## src/hw/dcf_pkg.sv

```systemverilog
// Shared constants for the two-port FIFO and mailbox port control
package dcf_pkg;
  localparam int unsigned DATA_W     = 36;    // Word width on both ports
  localparam int unsigned BYTE_W     = 9;     // Eight data bits plus parity in the top bit
  localparam int unsigned BYTES      = 4;     // Bytes per word
  localparam int unsigned DEPTH      = 64;    // FIFO words
  localparam int unsigned ADDR_W     = 6;     // Memory index width
  localparam int unsigned PTR_W      = 7;     // Pointer with wrap bit
  localparam int unsigned CTL_W      = 16;    // Synchronised control pins
  localparam int unsigned OFS_W      = 8;     // Flag offset width
  localparam logic [1:0]  FULL_EDGES = 2'h2;  // Port A edges after reset before full_flag rises
  // Offset presets picked by the two select pins
  localparam logic [7:0]  OFFSET_0   = 8'h10;
  localparam logic [7:0]  OFFSET_1   = 8'h0c;
  localparam logic [7:0]  OFFSET_2   = 8'h08;
  localparam logic [7:0]  OFFSET_3   = 8'h04;
  // Values while reset
  localparam logic        MAIL_FULL_RST = 1'b1;
  localparam logic [6:0]  PTR_RST       = 7'h00;
  localparam logic [15:0] CTL_RST       = 16'h0294;  // Both ports deselected and writing
endpackage : dcf_pkg

```

## src/hw/dcf_port_ctrl.sv

```systemverilog
// Two-port FIFO of 36-bit words with mailboxes, parity check and parity generation
`timescale 1ns/1ps
module dcf_port_ctrl (
  // Core clock and reset
  input  wire logic                       core_clk,
  input  wire logic                       reset,
  // Device pins: clocks, reset, strap and parity mode
  input  wire logic                       port_a_clock,
  input  wire logic                       port_b_clock,
  input  wire logic                       device_reset_n,
  input  wire logic                       offset_select_hi,
  input  wire logic                       offset_select_lo,
  input  wire logic                       parity_sense,
  // Port A control
  input  wire logic                       port_a_chip_select_n,
  input  wire logic                       port_a_qualify,
  input  wire logic                       port_a_direction,
  input  wire logic                       port_a_mailbox_sel,
  input  wire logic                       port_a_parity_gen,
  // Port A data pins
  input  wire logic [dcf_pkg::DATA_W-1:0] port_a_data_in,
  output logic      [dcf_pkg::DATA_W-1:0] port_a_data_out,
  output logic                            port_a_data_oe,
  // Port B control
  input  wire logic                       port_b_chip_select_n,
  input  wire logic                       port_b_qualify,
  input  wire logic                       port_b_direction,
  input  wire logic                       port_b_mailbox_sel,
  input  wire logic                       port_b_parity_gen,
  // Port B data pins
  input  wire logic [dcf_pkg::DATA_W-1:0] port_b_data_in,
  output logic      [dcf_pkg::DATA_W-1:0] port_b_data_out,
  output logic                            port_b_data_oe,
  // Flags, active low as on the pins, then the latched flag offset value
  output logic                            empty_flag,
  output logic                            full_flag,
  output logic                            a_to_b_mail_full,
  output logic                            b_to_a_mail_full,
  output logic                            port_a_parity_err,
  output logic                            port_b_parity_err,
  output logic      [dcf_pkg::OFS_W-1:0]  flag_offset_value
);

  // True when any byte of the word fails the selected parity
  function automatic logic parity_bad(input logic [dcf_pkg::DATA_W-1:0] w, input logic odd);
    logic bad;
    bad = 1'b0;
    for (int i = 0; i < dcf_pkg::BYTES; i++) begin
      bad = bad | ((^w[i*dcf_pkg::BYTE_W +: dcf_pkg::BYTE_W]) != odd);
    end
    return bad;
  endfunction

  // Replaces the top bit of each byte by generated parity
  function automatic logic [dcf_pkg::DATA_W-1:0] parity_fill(
    input logic [dcf_pkg::DATA_W-1:0] w, input logic odd);
    logic [dcf_pkg::DATA_W-1:0] r;
    r = w;
    for (int i = 0; i < dcf_pkg::BYTES; i++) begin
      r[i*dcf_pkg::BYTE_W+8] = (^w[i*dcf_pkg::BYTE_W +: 8]) ^ odd;
    end
    return r;
  endfunction

  logic [dcf_pkg::CTL_W-1:0]  ctl_s1;
  logic [dcf_pkg::CTL_W-1:0]  ctl_s2;
  logic [dcf_pkg::DATA_W-1:0] a_din_s1;
  logic [dcf_pkg::DATA_W-1:0] a_din;
  logic [dcf_pkg::DATA_W-1:0] b_din_s1;
  logic [dcf_pkg::DATA_W-1:0] b_din;
  logic                       a_clk_s;
  logic                       b_clk_s;
  logic                       rst_n_s;
  logic                       fs_hi;
  logic                       fs_lo;
  logic                       odd;
  logic                       a_cs_n;
  logic                       a_qual;
  logic                       a_dir;
  logic                       a_mb;
  logic                       a_pg;
  logic                       b_cs_n;
  logic                       b_qual;
  logic                       b_dir;
  logic                       b_mb;
  logic                       b_pg;
  logic                       a_clk_d;
  logic                       b_clk_d;
  logic                       rst_n_d;
  logic                       a_edge;
  logic                       b_edge;
  logic                       dev_rst;
  logic                       a_op;
  logic                       b_op;
  logic                       a_mb_wr;
  logic                       a_mb_rd;
  logic                       a_fifo_wr;
  logic                       b_mb_wr;
  logic                       b_mb_rd;
  logic                       b_fifo_rd;
  logic [dcf_pkg::DATA_W-1:0] mem [dcf_pkg::DEPTH];
  logic [dcf_pkg::DATA_W-1:0] fifo_out;
  logic [dcf_pkg::DATA_W-1:0] a_to_b_mailbox;
  logic [dcf_pkg::DATA_W-1:0] b_to_a_mailbox;
  logic [dcf_pkg::PTR_W-1:0]  wr_ptr;
  logic [dcf_pkg::PTR_W-1:0]  rd_ptr;
  logic [dcf_pkg::PTR_W-1:0]  wr_b1;
  logic [dcf_pkg::PTR_W-1:0]  wr_b2;
  logic [dcf_pkg::PTR_W-1:0]  rd_a1;
  logic [dcf_pkg::PTR_W-1:0]  rd_a2;
  logic [dcf_pkg::PTR_W-1:0]  fill_a;
  logic [1:0]                 full_wait;

  // Every pin crosses two flops; clocks and controls share the delay so they stay aligned
  always_ff @(posedge core_clk or posedge reset) begin
    if (reset) begin
      ctl_s1   <= dcf_pkg::CTL_RST;  // Idle pins, so no data pin is driven during reset
      ctl_s2   <= dcf_pkg::CTL_RST;
      a_din_s1 <= 36'h0_0000_0000;
      a_din    <= 36'h0_0000_0000;
      b_din_s1 <= 36'h0_0000_0000;
      b_din    <= 36'h0_0000_0000;
    end else begin
      ctl_s1   <= {port_a_clock, port_b_clock, device_reset_n, offset_select_hi,
                   offset_select_lo, parity_sense, port_a_chip_select_n, port_a_qualify,
                   port_a_direction, port_a_mailbox_sel, port_a_parity_gen,
                   port_b_chip_select_n, port_b_qualify, port_b_direction,
                   port_b_mailbox_sel, port_b_parity_gen};
      ctl_s2   <= ctl_s1;
      a_din_s1 <= port_a_data_in;
      a_din    <= a_din_s1;
      b_din_s1 <= port_b_data_in;
      b_din    <= b_din_s1;
    end
  end

  assign {a_clk_s, b_clk_s, rst_n_s, fs_hi, fs_lo, odd, a_cs_n, a_qual, a_dir, a_mb, a_pg,
          b_cs_n, b_qual, b_dir, b_mb, b_pg} = ctl_s2;

  // Edge finders on the sampled port clocks and device reset
  always_ff @(posedge core_clk or posedge reset) begin
    if (reset) begin
      a_clk_d <= 1'b0;
      b_clk_d <= 1'b0;
      rst_n_d <= 1'b0;
    end else begin
      a_clk_d <= a_clk_s;
      b_clk_d <= b_clk_s;
      rst_n_d <= rst_n_s;
    end
  end

  assign a_edge  = a_clk_s & ~a_clk_d;
  assign b_edge  = b_clk_s & ~b_clk_d;
  assign dev_rst = ~rst_n_s;

  // Qualified operations decoded per port
  assign a_op      = a_edge & ~a_cs_n & a_qual & ~dev_rst;
  assign b_op      = b_edge & ~b_cs_n & b_qual & ~dev_rst;
  assign a_mb_wr   = a_op & a_dir & a_mb;
  assign a_mb_rd   = a_op & ~a_dir & a_mb;
  assign a_fifo_wr = a_op & a_dir & ~a_mb & full_flag;
  assign b_mb_wr   = b_op & b_dir & b_mb;
  assign b_mb_rd   = b_op & ~b_dir & b_mb;
  assign b_fifo_rd = b_op & ~b_dir & ~b_mb & empty_flag;

  // Offset preset caught at the release of device reset
  always_ff @(posedge core_clk or posedge reset) begin
    if (reset) begin
      flag_offset_value <= dcf_pkg::OFFSET_0;
    end else if (rst_n_s & ~rst_n_d) begin
      unique case ({fs_hi, fs_lo})
        2'b00: flag_offset_value <= dcf_pkg::OFFSET_0;
        2'b01: flag_offset_value <= dcf_pkg::OFFSET_1;
        2'b10: flag_offset_value <= dcf_pkg::OFFSET_2;
        2'b11: flag_offset_value <= dcf_pkg::OFFSET_3;
      endcase
    end
  end

  // Write side: memory, write pointer and read pointer carried across two port A edges
  always_ff @(posedge core_clk or posedge reset) begin
    if (reset) begin
      wr_ptr    <= dcf_pkg::PTR_RST;
      rd_a1     <= dcf_pkg::PTR_RST;
      rd_a2     <= dcf_pkg::PTR_RST;
      full_wait <= 2'h0;
    end else if (dev_rst) begin
      wr_ptr    <= dcf_pkg::PTR_RST;
      rd_a1     <= dcf_pkg::PTR_RST;
      rd_a2     <= dcf_pkg::PTR_RST;
      full_wait <= 2'h0;
    end else if (a_edge) begin
      rd_a1 <= rd_ptr;
      rd_a2 <= rd_a1;
      if (full_wait != dcf_pkg::FULL_EDGES) begin
        full_wait <= full_wait + 2'h1;
      end
      if (a_fifo_wr) begin
        wr_ptr <= wr_ptr + 7'h01;
      end
    end
  end

  // Storage itself needs no reset; only written words are ever read
  always_ff @(posedge core_clk) begin
    if (a_fifo_wr) begin
      mem[wr_ptr[dcf_pkg::ADDR_W-1:0]] <= a_din;
    end
  end

  // Read side: output register and write pointer seen through two port B edges
  always_ff @(posedge core_clk or posedge reset) begin
    if (reset) begin
      rd_ptr   <= dcf_pkg::PTR_RST;
      wr_b1    <= dcf_pkg::PTR_RST;
      wr_b2    <= dcf_pkg::PTR_RST;
      fifo_out <= 36'h0_0000_0000;
    end else if (dev_rst) begin
      rd_ptr <= dcf_pkg::PTR_RST;
      wr_b1  <= dcf_pkg::PTR_RST;
      wr_b2  <= dcf_pkg::PTR_RST;
    end else if (b_edge) begin
      wr_b1 <= wr_ptr;
      wr_b2 <= wr_b1;
      if (b_fifo_rd) begin
        fifo_out <= mem[rd_ptr[dcf_pkg::ADDR_W-1:0]];
        rd_ptr   <= rd_ptr + 7'h01;
      end
    end
  end

  // Flags from delayed pointers; a stale view only ever errs towards empty or full
  assign fill_a     = wr_ptr - rd_a2;
  assign empty_flag = (wr_b2 != rd_ptr);
  assign full_flag  = (fill_a != 7'h40) && (full_wait == dcf_pkg::FULL_EDGES);

  // A-to-B mailbox; a new write outranks a read landing in the same cycle
  always_ff @(posedge core_clk or posedge reset) begin
    if (reset) begin
      a_to_b_mailbox   <= 36'h0_0000_0000;
      a_to_b_mail_full <= dcf_pkg::MAIL_FULL_RST;
    end else if (dev_rst) begin
      a_to_b_mail_full <= dcf_pkg::MAIL_FULL_RST;
    end else if (a_mb_wr && a_to_b_mail_full) begin
      a_to_b_mailbox   <= a_din;
      a_to_b_mail_full <= 1'b0;
    end else if (b_mb_rd) begin
      a_to_b_mail_full <= 1'b1;
    end
  end

  // B-to-A mailbox, same priority as above
  always_ff @(posedge core_clk or posedge reset) begin
    if (reset) begin
      b_to_a_mailbox   <= 36'h0_0000_0000;
      b_to_a_mail_full <= dcf_pkg::MAIL_FULL_RST;
    end else if (dev_rst) begin
      b_to_a_mail_full <= dcf_pkg::MAIL_FULL_RST;
    end else if (b_mb_wr && b_to_a_mail_full) begin
      b_to_a_mailbox   <= b_din;
      b_to_a_mail_full <= 1'b0;
    end else if (a_mb_rd) begin
      b_to_a_mail_full <= 1'b1;
    end
  end

  // Read data registers; generation reuses the check polarity
  always_ff @(posedge core_clk or posedge reset) begin
    if (reset) begin
      port_a_data_out <= 36'h0_0000_0000;
      port_b_data_out <= 36'h0_0000_0000;
    end else begin
      port_a_data_out <= a_pg ? parity_fill(b_to_a_mailbox, odd) : b_to_a_mailbox;
      if (b_mb) begin
        port_b_data_out <= b_pg ? parity_fill(a_to_b_mailbox, odd) : a_to_b_mailbox;
      end else begin
        port_b_data_out <= b_pg ? parity_fill(fifo_out, odd) : fifo_out;
      end
    end
  end

  // Pins driven only while selected and reading
  assign port_a_data_oe = ~a_cs_n & ~a_dir;
  assign port_b_data_oe = ~b_cs_n & ~b_dir;

  // Parity error flags; the shared trees are busy while generating mailbox parity
  always_ff @(posedge core_clk or posedge reset) begin
    if (reset) begin
      port_a_parity_err <= 1'b1;
      port_b_parity_err <= 1'b1;
    end else begin
      port_a_parity_err <= (~a_cs_n & a_qual & ~a_dir & a_mb & a_pg)
                           | ~parity_bad(a_din, odd);
      port_b_parity_err <= (~b_cs_n & b_qual & ~b_dir & b_mb & b_pg)
                           | ~parity_bad(b_din, odd);
    end
  end

  AST_OE_A_CS: assert property (@(posedge core_clk) disable iff (reset)
    $past(port_a_chip_select_n, 2) |-> !port_a_data_oe)
    else $error("port A drives while deselected");
  AST_OE_B_DIR: assert property (@(posedge core_clk) disable iff (reset)
    $past(port_b_direction, 2) |-> !port_b_data_oe)
    else $error("port B drives while writing");
  AST_EF_RESET: assert property (@(posedge core_clk) disable iff (reset)
    dev_rst |=> !empty_flag) else $error("empty flag high after device reset");
  AST_EF_ON_B: assert property (@(posedge core_clk) disable iff (reset)
    $changed(empty_flag) |-> $past(b_edge) || $past(dev_rst))
    else $error("empty flag moved without port B edge");
  AST_FF_RESET: assert property (@(posedge core_clk) disable iff (reset)
    dev_rst |=> !full_flag) else $error("full flag high after device reset");
  AST_NO_WR_FULL: assert property (@(posedge core_clk) disable iff (reset)
    !full_flag |=> wr_ptr == $past(wr_ptr)) else $error("write accepted while full");
  AST_MB1_WRITE: assert property (@(posedge core_clk) disable iff (reset)
    (a_mb_wr && a_to_b_mail_full) |=> !a_to_b_mail_full && a_to_b_mailbox == $past(a_din))
    else $error("mailbox write did not land");
  AST_MB1_HOLD: assert property (@(posedge core_clk) disable iff (reset)
    (!a_to_b_mail_full && !b_mb_rd && !dev_rst) |=> $stable(a_to_b_mailbox))
    else $error("full mailbox overwritten");
  AST_MB2_READ: assert property (@(posedge core_clk) disable iff (reset)
    (a_mb_rd && !b_mb_wr) |=> b_to_a_mail_full) else $error("mailbox flag not raised");
  AST_PEA_FORCE: assert property (@(posedge core_clk) disable iff (reset)
    (~a_cs_n & a_qual & ~a_dir & a_mb & a_pg) |=> port_a_parity_err)
    else $error("parity error not forced during generation");
  AST_OFFSET: assert property (@(posedge core_clk) disable iff (reset)
    (rst_n_s && !rst_n_d && fs_hi && fs_lo) |=> flag_offset_value == dcf_pkg::OFFSET_3)
    else $error("offset preset not latched");

endmodule // dcf_port_ctrl

```

## config.mk

```make
export PLATFORM = sky130hd
export DESIGN_NAME = dcf_port_ctrl
export DESIGN_NICKNAME = d
export VERILOG_FILES = /design/src/hw/dcf_pkg.sv /design/src/hw/dcf_port_ctrl.sv
export SDC_FILE = /design/constraint.sdc
export NUM_CORES = 2
export LEC_CHECK = 0
export BUFFER_PORTS_ARGS = -buffer_cell sky130_fd_sc_hd__buf_2
export CORE_MARGIN = 3
export CORE_UTILIZATION = 40
export DETAILED_ROUTE_END_ITERATION = 10
export SLEW_MARGIN = 15
export SYNTH_ARGS = -nofsm -noshare
export SYNTH_HDL_FRONTEND = slang
export SYNTH_SLANG_ARGS = --single-unit
```

## constraint.sdc

```tcl
create_clock -name core_clk -period 16.2 [get_ports core_clk]
set_input_delay 1.62 -clock core_clk [delete_from_list [all_inputs] [get_ports core_clk]]
set_output_delay 1.62 -clock core_clk [all_outputs]
set_load 0.05 [all_outputs]
```

==> results.yml <==
setup_path:
  critical_path_arrival_ns: 6.50
  end_kind: "flop"
  timing.critical_path.slowest_cell_delay_ns: 0.89
  crit_family: "buffers and inverters"
  start_kind: "flop"
  crit_path_cell_trace: "buf_4 > buf_4 > buf_4 > buf_4 > mux4_2 > mux4_2 > a22oi_1 > a21oi_1"
  path_class: "flop to flop"
  wp_buf_inv: 4
  critPathMaxFanout: 45
  required_ns: 16.97
  slowest_stage: "dfrtp_4"
  path_common_cell: "buf_4"
finish:
  final_cells: 8643
  area.growth.synth_to_final_pct: 14.8
  post_route_cells_drive_above_1_share: 0.313
  stdcell_area_um2: 118000
  fill_cells: 21011
  final_net_count: 5152
  fin_util: 0.464
cts:
  ctsHtreeMaxLevel: 5
  cts_tree: "done"
  post_cts_resized: 0
  cts_inserted_buffers: 300
  clk_transition_reported_paths_ns: 0.06
  cts.hold.buffers_added: 0
  clock_latency_ns: 0.93
  cts_sinks: 2714
  clockBufferDepth: 4
  cts-root-buf: "clkbuf_16"
  cts_setup_buffers: 0
logic_synthesis:
  netlist_top_cells_count: "edfxtp_1, mux4_2, dfrtp_1, mux2i_1, nor2_1"
  synth_top_flop_cell: "edfxtp_1"
  count_of_flip_flops_with_a_built_in_enable_after_synthesis: 2304
  synth.yosys.warnings: 0
  synth.ff_latch_count: 2714
  dominant_combinational_cell_family_by_area_after_synthesis: "multiplexers"
  post_synth_and_or_nand_nor_area_fraction: 0.0148
  avgSynthCellArea_um2: 22.2
  synth_area_leader_cell: "edfxtp_1"
  async_flop_share: 0.151
  synthXorXnorAreaFrac: 0.0152
  synth_cells: 4643
  synth.distinct_cells: 71
  synth.yosys.seq_area_share: 0.772
  synth_fa_ha_area_frac: 0.00146
  ys_top_cells_by_area: "edfxtp_1, mux4_2, dfrtp_1, mux2i_1, mux2_2"
  synth_compound_area_frac: 0.0152
  synth_top_cell_area_share: 0.672
  area_of_the_mapped_netlist_um2: 103000
  post-synth-top-count-cell: "edfxtp_1"
  muxShareOfSynthArea: 0.168
min_path:
  timing.hold.worst.class: "flop to flop"
drt:
  avgViaCountPerCell: 5.84
  route.detailed.drc: 0
  initialDrtViolationCount: 6198
  drt.antenna.violating_nets: 0
  drt_pass1_iterations: 8
  via_count: 50452
  drt_wl_total_um: 288000
  drt-wirelength-per-cell_um: 33.3
flow_run:
  max_cap_viols: 0
timing:
  fin_crit_ns: 5.72
  setup_viol: 0
  finalWorstSetupSlack_ns: 10.48
  tightestPinTransition_ns: 1.18
  report.final.hold_viol_count: 0
  max_freq_mhz: 175
  timing.hold.ws_ns: 0.345
  clock-skew-final_ns: 0.0689
  slew_headroom: 0.211
  final.period_utilization: 0.353
  tns_ns: 0
  grt_setup_unrepaired: "false"
  timing_max_transition_violations_final: 0
floorplanning:
  num_rows: 185
  io-pin-count: 178
  die_height_um: 513
  die-area_um2: 264000
  floorplan.die.width_um: 513
  effective_utilization_at_floorplan: 0.404
  design.core.area_um2: 255000
place:
  place.detailed.hpwl_um: 159000
  dpl_worst_slack_ns: 10.33
  port_buffers: 172
  placement.cell_area_um2: 109000
  gp_congestion: 0.829
  dp_cells: 8114
grt:
  grt_antenna_before_repair: 9
  gr-usage-all-layers: 0.218
  via_count_of_the_first_global_routing_pass: 50788
  global_route.overflow_total: 0
  grt_max_degree: 201
  grt_first_pass_wirelength_um: 405000
power:
  peakVddDrop_uv: 81.2
  fin_total_pwr_mw: 14.9
  p_leak_nw: 39.0
  power_density_nw_per_um2: 126
run_status:
  run_status: "finished, final reports clean"
## cells by family (layout without fill, tap and decap cells)
kind of cell,count (synthesis),in the layout
compound gates,249,249
xor+xnor,169,169
fa+ha+maj,12,12
buf+inv,253,880
flops,2714,2714
mux,907,907
other cells,1,8
simple gates,338,338
## metal layers
layer	GRT usage	share of wire	vias to the layer above	routed length, um
met5	0	0.00016	-	47
met4	0.0719	0.034	6	9810
met3	0.0431	0.090	446	25800
met2	0.342	0.47	2576	137000
met1	0.307	0.40	27518	116000
li1	-	-	19906	-
## placed cells by master, fill, tap and decap left out, drive strengths merged, types with 27 or more instances in the layout
cell type,count
a21oi,108
a31oi,28
buf,335
bufinv,27
clkbuf,398
clkinv,83
dfrtp,397
edfxtp,2304
inv,28
mux2,123
mux2i,139
mux4,645
nand2,116
nor2,132
xnor2,126
xor2,37
## flip-flops by register name, indices dropped and copies added, names as in the netlist, 36 cells and up
signal / flops
a_din_s1: 36
b_din: 36
port_a_data_out: 36
fifo_out: 36
port_b_data_out: 36
mem: 2304
b_din_s1: 36
b_to_a_mailbox: 36
a_to_b_mailbox: 36
a_din: 36
## worst paths after layout
check / from / endpoint / slack, ns / cells past startpoint
setup / recovery: rd_ptr[0]$_DFFE_PP0P_ / fifo_out[11]$_DFFE_PP0P_ / 10.48 / 8
hold / removal: a_din_s1[29]$_DFF_PP0_ / a_din[29]$_DFF_PP0_ / 0.35 / 0
setup reg to reg: rd_ptr[0]$_DFFE_PP0P_ / fifo_out[11]$_DFFE_PP0P_ / 10.48 / 8
hold reg to reg: a_din_s1[29]$_DFF_PP0_ / a_din[29]$_DFF_PP0_ / 0.35 / 0
max in group asynchronous: reset / rd_ptr[4]$_DFFE_PP0P_ / 13.19 / 4
min in group asynchronous: reset / a_din_s1[24]$_DFF_PP0_ / 0.76 / 2
## power by group
part / switching (mW) / internal (mW)
Sequential: 0.0549 / 7.66
Combinational: 0.331 / 0.134
Clock: 2.70 / 3.99
## cell type report
| cell class | count | area [um^2] | area share |
|---|---|---|---|
| clock inverter | 128 | 1370 | 0.0116 |
| tap | 3366 | 4210 | 0.0356 |
| clock buffer | 398 | 8220 | 0.0695 |
| timing repair buffer | 335 | 2160 | 0.0183 |
| inverter | 19 | 91.3 | 0.000772 |
| multi-input combinational | 1680 | 22700 | 0.192 |
| sequential | 2714 | 79500 | 0.673 |
| antenna | 3 | 7.51 | 0.0000635 |
(Power assumes the default switching activity.)
